[src/core/comparator_event_pkg.sv]
// constants, field layouts and carriers of the comparator event control block
// assumes one 20 MHz clock and a plain byte-wide register port
// Behaviour
// - raw result high when positive exceeds negative
// - off bit removes comparator power
// - select bit swaps pin for fixed reference
// - result bit passes a synchroniser first
// - selected event on synced output sets flag
// - interrupt requested only when flag and enables
// - vector taken or written one clears flag
// - route enable feeds result to capture
// - mode: toggle, reserved, falling, rising
// - buffer off bits force pin reads zero
package comparator_event_pkg;

	// ----------------------------------------------------------------
	// register map
	// ----------------------------------------------------------------
	localparam logic [3:0] CTRL_STATUS_ADDR   = 4'h0;
	localparam logic [3:0] INPUT_DISABLE_ADDR = 4'h1;

	localparam int OFF_POS       = 7;
	localparam int BANDGAP_POS   = 6;
	localparam int RESULT_POS    = 5;
	localparam int FLAG_POS      = 4;
	localparam int IRQ_EN_POS    = 3;
	localparam int CAPTURE_POS   = 2;
	localparam int MODE_HI_POS   = 1;
	localparam int MODE_LO_POS   = 0;
	localparam int NEG_OFF_POS   = 1;
	localparam int POS_OFF_POS   = 0;

	localparam logic [7:0] CTRL_RESET    = 8'h00;
	localparam logic [1:0] DISABLE_RESET = 2'h0;

	// ----------------------------------------------------------------
	// event modes
	// ----------------------------------------------------------------
	localparam logic [1:0] MODE_TOGGLE   = 2'h0;
	localparam logic [1:0] MODE_RESERVED = 2'h1;
	localparam logic [1:0] MODE_FALLING  = 2'h2;
	localparam logic [1:0] MODE_RISING   = 2'h3;

	// ----------------------------------------------------------------
	// carriers
	// ----------------------------------------------------------------
	typedef struct packed {
		logic pin_above_neg;
		logic ref_above_neg;
	} analog_in_t;

	typedef struct packed {
		logic power_down;
		logic bandgap_sel;
	} analog_ctrl_t;

	typedef struct packed {
		logic       off;
		logic       bandgap;
		logic       flag;
		logic       irq_en;
		logic       capture_en;
		logic [1:0] mode;
		logic [1:0] buf_off;
		logic       raw;
		logic       sync1;
		logic       sync2;
		logic       prev;
		logic       irq;
		logic       capture;
		logic [1:0] pin_read;
		logic [7:0] rdata;
	} state_t;

endpackage

[src/core/comparator_event_control.sv]
// control, synchroniser and edge-event logic around an analog comparator
// assumes the analog core and timer front end sit outside, all inputs synchronous
`timescale 1ns/10ps
module comparator_event_control
	import comparator_event_pkg::*;
(
	input  wire logic         mclk,
	input  wire logic         rst_n,
	input  wire logic [3:0]   addr,
	input  wire logic [7:0]   wdata,
	input  wire logic         wr_en,
	input  wire logic         rd_en,
	output logic      [7:0]   rdata,
	input  wire analog_in_t   analog_in,
	output analog_ctrl_t      analog_ctrl,
	output logic              raw_result,
	input  wire logic         global_irq_enable,
	input  wire logic         vector_taken,
	output logic              irq_request,
	output logic              capture_input,
	input  wire logic [1:0]   pin_digital,
	output logic      [1:0]   pin_read
);

	// ----------------------------------------------------------------
	// state
	// ----------------------------------------------------------------
	state_t st;
	state_t next_st;
	logic   raw_now;
	logic   edge_event;
	logic   ctrl_wr;
	logic   dis_wr;

	function automatic logic event_hit(input logic [1:0] mode, input logic cur, input logic prev);
		case (mode)
			MODE_TOGGLE:  event_hit = cur ^ prev;
			MODE_FALLING: event_hit = !cur && prev;
			MODE_RISING:  event_hit = cur && !prev;
			default:      event_hit = 1'b0;
		endcase
	endfunction

	// ----------------------------------------------------------------
	// next state
	// ----------------------------------------------------------------
	always_comb begin
		next_st = st;
		ctrl_wr = wr_en && (addr == CTRL_STATUS_ADDR);
		dis_wr  = wr_en && (addr == INPUT_DISABLE_ADDR);

		// a powered-down comparator reads low so its output stays defined
		raw_now = !st.off && (st.bandgap ? analog_in.ref_above_neg : analog_in.pin_above_neg);
		next_st.raw = raw_now;

		// two stages; only the second one is looked at
		next_st.sync1 = raw_now;
		next_st.sync2 = st.sync1;
		next_st.prev  = st.sync2;

		// the interrupt enable plays no part here, polling still works
		edge_event = event_hit(st.mode, st.sync2, st.prev);

		if (ctrl_wr) begin
			next_st.off        = wdata[OFF_POS];
			next_st.bandgap    = wdata[BANDGAP_POS];
			next_st.irq_en     = wdata[IRQ_EN_POS];
			next_st.capture_en = wdata[CAPTURE_POS];
			next_st.mode       = {wdata[MODE_HI_POS], wdata[MODE_LO_POS]};
		end
		if (dis_wr) begin
			next_st.buf_off = {wdata[NEG_OFF_POS], wdata[POS_OFF_POS]};
		end

		// set wins over either clear so no event is lost
		if (edge_event) begin
			next_st.flag = 1'b1;
		end else if (vector_taken || (ctrl_wr && wdata[FLAG_POS])) begin
			next_st.flag = 1'b0;
		end

		next_st.irq      = st.flag && st.irq_en && global_irq_enable;
		next_st.capture  = st.capture_en && st.sync2;
		next_st.pin_read = pin_digital & ~st.buf_off;

		next_st.rdata = 8'h00;
		if (rd_en) begin
			case (addr)
				CTRL_STATUS_ADDR: begin
					next_st.rdata = {st.off, st.bandgap, st.sync2, st.flag,
						st.irq_en, st.capture_en, st.mode};
				end
				INPUT_DISABLE_ADDR: begin
					next_st.rdata = {6'h00, st.buf_off};
				end
				default: begin
					next_st.rdata = 8'h00;
				end
			endcase
		end
	end

	// ----------------------------------------------------------------
	// registers
	// ----------------------------------------------------------------
	always_ff @(posedge mclk or negedge rst_n) begin
		if (!rst_n) begin
			st            <= '0;
			st.off        <= CTRL_RESET[OFF_POS];
			st.bandgap    <= CTRL_RESET[BANDGAP_POS];
			st.flag       <= CTRL_RESET[FLAG_POS];
			st.irq_en     <= CTRL_RESET[IRQ_EN_POS];
			st.capture_en <= CTRL_RESET[CAPTURE_POS];
			st.mode       <= CTRL_RESET[MODE_HI_POS:MODE_LO_POS];
			st.buf_off    <= DISABLE_RESET;
		end else begin
			st <= next_st;
		end
	end

	assign rdata                   = st.rdata;
	assign analog_ctrl.power_down  = st.off;
	assign analog_ctrl.bandgap_sel = st.bandgap;
	assign raw_result              = st.raw;
	assign irq_request             = st.irq;
	assign capture_input           = st.capture;
	assign pin_read                = st.pin_read;

	// ----------------------------------------------------------------
	// checks
	// ----------------------------------------------------------------
	property p_reference_path;
		@(posedge mclk) disable iff (!rst_n)
		(!st.off && st.bandgap) |=> (raw_result == $past(analog_in.ref_above_neg));
	endproperty
	a_reference_path: assert property (p_reference_path) else $error("raw result not from reference");

	property p_pin_path;
		@(posedge mclk) disable iff (!rst_n)
		(!st.off && !st.bandgap) |=> (raw_result == $past(analog_in.pin_above_neg));
	endproperty
	a_pin_path: assert property (p_pin_path) else $error("raw result not from pin");

	property p_power_off;
		@(posedge mclk) disable iff (!rst_n)
		(st.off && !(ctrl_wr && !wdata[OFF_POS]))
			|=> (!raw_result && analog_ctrl.power_down);
	endproperty
	a_power_off: assert property (p_power_off) else $error("comparator active while off");

	property p_sync_delay;
		@(posedge mclk) disable iff (!rst_n)
		rst_n [*3] |-> (st.sync2 == $past(raw_now, 2));
	endproperty
	a_sync_delay: assert property (p_sync_delay) else $error("result bit latency wrong");

	property p_rise_sets;
		@(posedge mclk) disable iff (!rst_n)
		(st.mode == MODE_RISING && st.sync2 && !st.prev) |=> st.flag;
	endproperty
	a_rise_sets: assert property (p_rise_sets) else $error("rising edge did not set flag");

	property p_fall_only;
		@(posedge mclk) disable iff (!rst_n)
		(st.mode == MODE_FALLING && !st.flag && !(ctrl_wr && wdata[1:0] != MODE_FALLING)
			&& !(!st.sync2 && st.prev)) |=> !st.flag;
	endproperty
	a_fall_only: assert property (p_fall_only) else $error("flag set without falling edge");

	property p_reserved;
		@(posedge mclk) disable iff (!rst_n)
		(st.mode == MODE_RESERVED && !st.flag) |=> !st.flag;
	endproperty
	a_reserved: assert property (p_reserved) else $error("reserved mode set flag");

	property p_irq_gate;
		@(posedge mclk) disable iff (!rst_n)
		irq_request |-> $past(st.flag && st.irq_en && global_irq_enable);
	endproperty
	a_irq_gate: assert property (p_irq_gate) else $error("interrupt without cause");

	property p_vector_clear;
		@(posedge mclk) disable iff (!rst_n)
		(vector_taken && !edge_event) |=> !st.flag;
	endproperty
	a_vector_clear: assert property (p_vector_clear) else $error("flag survived vector");

	property p_no_route;
		@(posedge mclk) disable iff (!rst_n)
		!st.capture_en |=> !capture_input;
	endproperty
	a_no_route: assert property (p_no_route) else $error("capture fed while unrouted");

	property p_buffer_off;
		@(posedge mclk) disable iff (!rst_n)
		st.buf_off[POS_OFF_POS] |=> !pin_read[POS_OFF_POS];
	endproperty
	a_buffer_off: assert property (p_buffer_off) else $error("disabled pin read high");

	// ----------------------------------------------------------------
	// checks: edge events
	// ----------------------------------------------------------------
	property p_toggle_sets;
		@(posedge mclk) disable iff (!rst_n)
		(st.mode == MODE_TOGGLE && (st.sync2 != st.prev)) |=> st.flag;
	endproperty
	a_toggle_sets: assert property (p_toggle_sets) else $error("toggle did not set flag");

	property p_fall_sets;
		@(posedge mclk) disable iff (!rst_n)
		(st.mode == MODE_FALLING && !st.sync2 && st.prev) |=> st.flag;
	endproperty
	a_fall_sets: assert property (p_fall_sets) else $error("falling edge did not set flag");

	property p_rise_only;
		@(posedge mclk) disable iff (!rst_n)
		(st.mode == MODE_RISING && !st.flag && !(st.sync2 && !st.prev)) |=> !st.flag;
	endproperty
	a_rise_only: assert property (p_rise_only) else $error("flag set without rising edge");

	property p_edge_history;
		@(posedge mclk) disable iff (!rst_n)
		rst_n |=> (st.prev == $past(st.sync2));
	endproperty
	a_edge_history: assert property (p_edge_history) else $error("edge history sample stale");

	property p_enable_ignored;
		@(posedge mclk) disable iff (!rst_n)
		(edge_event && !st.irq_en) |=> st.flag;
	endproperty
	a_enable_ignored: assert property (p_enable_ignored) else $error("masked event lost");

	property p_reserved_quiet;
		@(posedge mclk) disable iff (!rst_n)
		(st.mode == MODE_RESERVED) |-> !edge_event;
	endproperty
	a_reserved_quiet: assert property (p_reserved_quiet) else $error("reserved mode raised event");

	property p_mode_hold;
		@(posedge mclk) disable iff (!rst_n)
		!ctrl_wr |=> $stable(st.mode);
	endproperty
	a_mode_hold: assert property (p_mode_hold) else $error("mode changed without write");

	// ----------------------------------------------------------------
	// checks: flag, interrupt and capture
	// ----------------------------------------------------------------
	property p_no_spurious_flag;
		@(posedge mclk) disable iff (!rst_n)
		(!st.flag && !edge_event) |=> !st.flag;
	endproperty
	a_no_spurious_flag: assert property (p_no_spurious_flag) else $error("flag set without event");

	property p_write_clears;
		@(posedge mclk) disable iff (!rst_n)
		(ctrl_wr && wdata[FLAG_POS] && !edge_event) |=> !st.flag;
	endproperty
	a_write_clears: assert property (p_write_clears) else $error("flag survived write of one");

	property p_write_zero_keeps;
		@(posedge mclk) disable iff (!rst_n)
		(st.flag && !vector_taken && !(ctrl_wr && wdata[FLAG_POS])) |=> st.flag;
	endproperty
	a_write_zero_keeps: assert property (p_write_zero_keeps) else $error("flag lost without clear");

	property p_irq_raise;
		@(posedge mclk) disable iff (!rst_n)
		(st.flag && st.irq_en && global_irq_enable) |=> irq_request;
	endproperty
	a_irq_raise: assert property (p_irq_raise) else $error("interrupt not requested");

	property p_irq_enable_off;
		@(posedge mclk) disable iff (!rst_n)
		!st.irq_en |=> !irq_request;
	endproperty
	a_irq_enable_off: assert property (p_irq_enable_off) else $error("interrupt while disabled");

	property p_route_on;
		@(posedge mclk) disable iff (!rst_n)
		st.capture_en |=> (capture_input == $past(st.sync2));
	endproperty
	a_route_on: assert property (p_route_on) else $error("capture not fed from result");

	// ----------------------------------------------------------------
	// checks: register port and pins
	// ----------------------------------------------------------------
	property p_off_write;
		@(posedge mclk) disable iff (!rst_n)
		ctrl_wr |=> (analog_ctrl.power_down == $past(wdata[OFF_POS]));
	endproperty
	a_off_write: assert property (p_off_write) else $error("off bit not taken from write");

	property p_bandgap_write;
		@(posedge mclk) disable iff (!rst_n)
		ctrl_wr |=> (analog_ctrl.bandgap_sel == $past(wdata[BANDGAP_POS]));
	endproperty
	a_bandgap_write: assert property (p_bandgap_write) else $error("select bit not taken from write");

	property p_result_bit;
		@(posedge mclk) disable iff (!rst_n)
		(rd_en && addr == CTRL_STATUS_ADDR) |=> (rdata[RESULT_POS] == $past(st.sync2));
	endproperty
	a_result_bit: assert property (p_result_bit) else $error("result bit not synchronised value");

	property p_neg_buffer_off;
		@(posedge mclk) disable iff (!rst_n)
		st.buf_off[NEG_OFF_POS] |=> !pin_read[NEG_OFF_POS];
	endproperty
	a_neg_buffer_off: assert property (p_neg_buffer_off) else $error("disabled negative pin read high");

	property p_buffer_on;
		@(posedge mclk) disable iff (!rst_n)
		!st.buf_off[POS_OFF_POS] |=> (pin_read[POS_OFF_POS] == $past(pin_digital[POS_OFF_POS]));
	endproperty
	a_buffer_on: assert property (p_buffer_on) else $error("enabled pin not passed through");

endmodule // comparator_event_control

[config.mk]
export PLATFORM = sky130hd
export DESIGN_NAME = comparator_event_control
export DESIGN_NICKNAME = d
export VERILOG_FILES = /design/src/core/comparator_event_pkg.sv /design/src/core/comparator_event_control.sv
export SDC_FILE = /design/constraint.sdc
export NUM_CORES = 1
export LEC_CHECK = 0
export BUFFER_PORTS_ARGS = -buffer_cell sky130_fd_sc_hd__buf_4
export CAP_MARGIN = 40
export CORE_MARGIN = 10
export CORE_UTILIZATION = 45
export DETAILED_ROUTE_END_ITERATION = 12
export HOLD_SLACK_MARGIN = 0.03
export PLACE_DENSITY = 0.7
export RECOVER_POWER = 100
export SLEW_MARGIN = 20
export SYNTH_ARGS = -nofsm -noshare
export SYNTH_HDL_FRONTEND = slang
export SYNTH_SLANG_ARGS = --single-unit
[constraint.sdc]
create_clock -name mclk -period 2.58 [get_ports mclk]
set_clock_uncertainty 0.1 [all_clocks]
set_input_delay 0.387 -clock mclk [delete_from_list [all_inputs] [get_ports mclk]]
set_output_delay 0.387 -clock mclk [all_outputs]
set_load 0.1 [all_outputs]
==> run metrics <==
outcome=finished, final reports clean; Worst VDD drop=between 0.4 and 0.5 mV; row cnt=17; dpl hpwl=~1500 um; CTS tree=yes; most frequent cells after synthesis=dfrtp_1 (24), buf_4 (14), mux2_2 (8); Yosys warnings=0; PD cells=~860 mW/mm^2; WP data arrival=1.52 ns; Worst-Skew Late Latency=0.30 ns; CP Launch Type=flop; I/O Buffers=35; GPL Wtd Cong=around 0.77; layout cells sized above 1=0.317; die area=roughly 0.0046 mm^2; crit path max-delay cell type=clkbuf_1; cts bufs inserted=3; Initial Util=0.471; Worst path depth=1; initial antenna violation count=0; Sw Pwr=between 0.0003 and 0.0004 W; f_max=between 0.4 and 0.5 GHz; Root Driver=clkbuf_4; I/O Pins=37; nets@finish=approximately 130; final hold vios=0; Int Pwr=around 0.00068 W; CTS max path bufs=2; CP max stage delay=~0.87 ns; top_reg_cell synth=dfrtp_1; overall routing resource usage=0.0808; syn nets=approximately 100; Worst path top cell family by delay=buffers and inverters; Area growth syn-to-layout=17.1%; Mapped Cells=between 70 and 80; leak pwr=~0.59 nW; Max Cap Viol=0; clock sink total=24; residual DRC count=0; Yosys cell types=17; ys async rst share=1.00; Yosys top cell area share=0.582; via count=591; # setup viols final=0; Req. time, crit path=around 2.1 ns; Mapped Avg Cell Area=about 13 um^2; # fillers=~210; Rel. slew slack=0.188; final WL=around 1800 um; die width=between 60 and 70 um; register clock-pin slew on the reported worst setup and hold paths=0.13 ns; multi-input logic area=about 290 um^2; Crit path buffers/inverters=1; leading area contributor after synthesis=dfrtp_1; ANT nets after route=0; min-delay src=addr[0]; top cells by area, synth=dfrtp_1 (58%), buf_4 (10%), mux2_2 (8.7%), and2_1 (3.6%), mux2i_1 (2.9%); reg2reg start=next_st[12]$_DFF_PN0_; post-layout min period=between 2 and 2.5 ns; most common cell in the synthesized netlist=dfrtp_1; unrepaired setup endpoints after global routing=no; CTS H-tree lvls=1; Reg2Reg Capture Point=st[22]$_DFFE_PN0P_; vias in the first global route=653; antenna fix cells=0; Yosys reg bits=24; worst path cell trace=clkbuf_1; Min-Delay Path Depth=2; Sw Share=0.348; Worst Max-Slew Pin Slew=1.22 ns; crit end category=output pin; Synth Cell Area=0.00103 mm^2; Hold Path End=rdata[5]$_DFF_PN0_; R2R depth=4; sequential power share=0.453; Starting DRT DRC Count=3; DIE HEIGHT=67.9 um; Setup TNS=0 ns; vias per inst=approximately 4.5; max-slew violations=0; Hold Path Class=in2reg; Placed Cells=between 100 and 150; drt pass-1 iters=3; Comb pwr share=0.295; period utilization=0.779; global route overflow=0; number of flops mapped to enable cells by yosys=0; core area=about 0.0022 mm^2; Sequential Area=601 um^2; largest net degree at the start of global routing=25; sequential cell area fraction in the yosys report=0.582; first-pass GRT wire length=2850 um; power share of the clock group=0.252; fin cells=around 130; Max Fanout on Critical Path=1; routed length per instance=13.6 um; critical path class=reg2out; R2R Setup Slk=approximately 1.2 ns
metal layers:
| metal | track usage | share of wire | wire length, um |
|---|---|---|---|
| met3 | 0.0294 | 0.064 | 115 |
| met1 | 0.0803 | 0.38 | 679 |
| met4 | 0.0377 | 0.0078 | 14 |
| met2 | 0.147 | 0.55 | 981 |
| met5 | 0 | 0 | 0 |
layout by cell type (no fill, tap or decap), drive strengths merged:
cell         instances
a311o                1
a311oi               1
and2                 6
and3                 1
buf                 20
bufinv               1
clkbuf              18
dfrtp               24
dlygate4sd3          1
ha                   2
inv                  4
mux2                 8
mux2i                3
nand2                1
nor2                 4
nor2b                4
nor3                 3
nor4b                1
or4b                 1
cell families (layout without fill, tap and decap cells):
kind of cell | count (synthesis) | in the layout | share of synthesized area
fa+ha+maj | 2 | 2 | 0.0242
compound gates | 2 | 2 | 0.0182
simple gates | 21 | 21 | 0.143
flops | 24 | 24 | 0.582
mux | 11 | 11 | 0.116
buf+inv | 18 | 44 | 0.116
power by group through the flow:
stage	sequential, W	clock [W]	combinational (W)
CTS	0.000471	0.000269	0.000326
finish	0.000471	0.000261	0.000306
global placement	0.000477	0	0.000319
detailed placement	0.000479	0	0.000324
global route	0.000478	0.000288	0.000324
floorplan	0.000528	0	0.000203
per-stage QoR:
| stage | area [um^2] | utilization | hold WS (ns) | total power (W) | worst slack [ns] |
|---|---|---|---|---|---|
| after floorplan | 1030 | - | -0.00859 | 0.000731 | 1.09 |
| after global placement | 1220 | 0.559 | 0.195 | 0.000796 | 0.813 |
| after detailed placement | 1220 | 0.559 | 0.198 | 0.000802 | 0.784 |
| after CTS | 1290 | 0.588 | 0.187 | 0.00107 | 1.04 |
| after global routing | 1210 | 0.552 | 0.186 | 0.00109 | 0.505 |
| final | 1210 | 0.552 | 0.194 | 0.00104 | 0.569 |
state kept, by name, indices dropped and copies added, names as in the netlist:
register	count
capture_input	1
pin_read	2
irq_request	1
st	8
next_st	2
analog_ctrl	2
rdata	8
how the worst max path moves through the flow:
stage,start,to,slack (ns)
6_report,rdata[6]$_DFF_PN0_,rdata[6],0.57
5_1_grt,capture_input$_DFF_PN0_,capture_input,0.51
4_1_cts,analog_ctrl[0]$_DFFE_PN0P_,analog_ctrl[0],1.04
3_5_place_dp,addr[1],st[18]$_DFFE_PN0P_,0.78
3_3_place_gp,addr[1],analog_ctrl[1]$_DFFE_PN0P_,0.81
2_1_floorplan,addr[1],analog_ctrl[0]$_DFFE_PN0P_,1.09
cell type report:
type / count / area share
repair buffers: 36 / 0.182
multi-input cells: 36 / 0.236
inverters: 4 / 0.0124
clock buffers: 3 / 0.0186
clock inverters: 1 / 0.0248
flip-flops and latches: 24 / 0.497
well taps: 28 / 0.0290
repair_timing:
| item | 4_1_cts | 5_1_grt |
|---|---|---|
| hold buffers | 1 | 0 |
| endpoints found under the hold margin | 24 | 0 |
| gates resized for setup | 0 | 0 |
| buffers inserted | 0 | 0 |
Power figures use the tool's default switching activity.
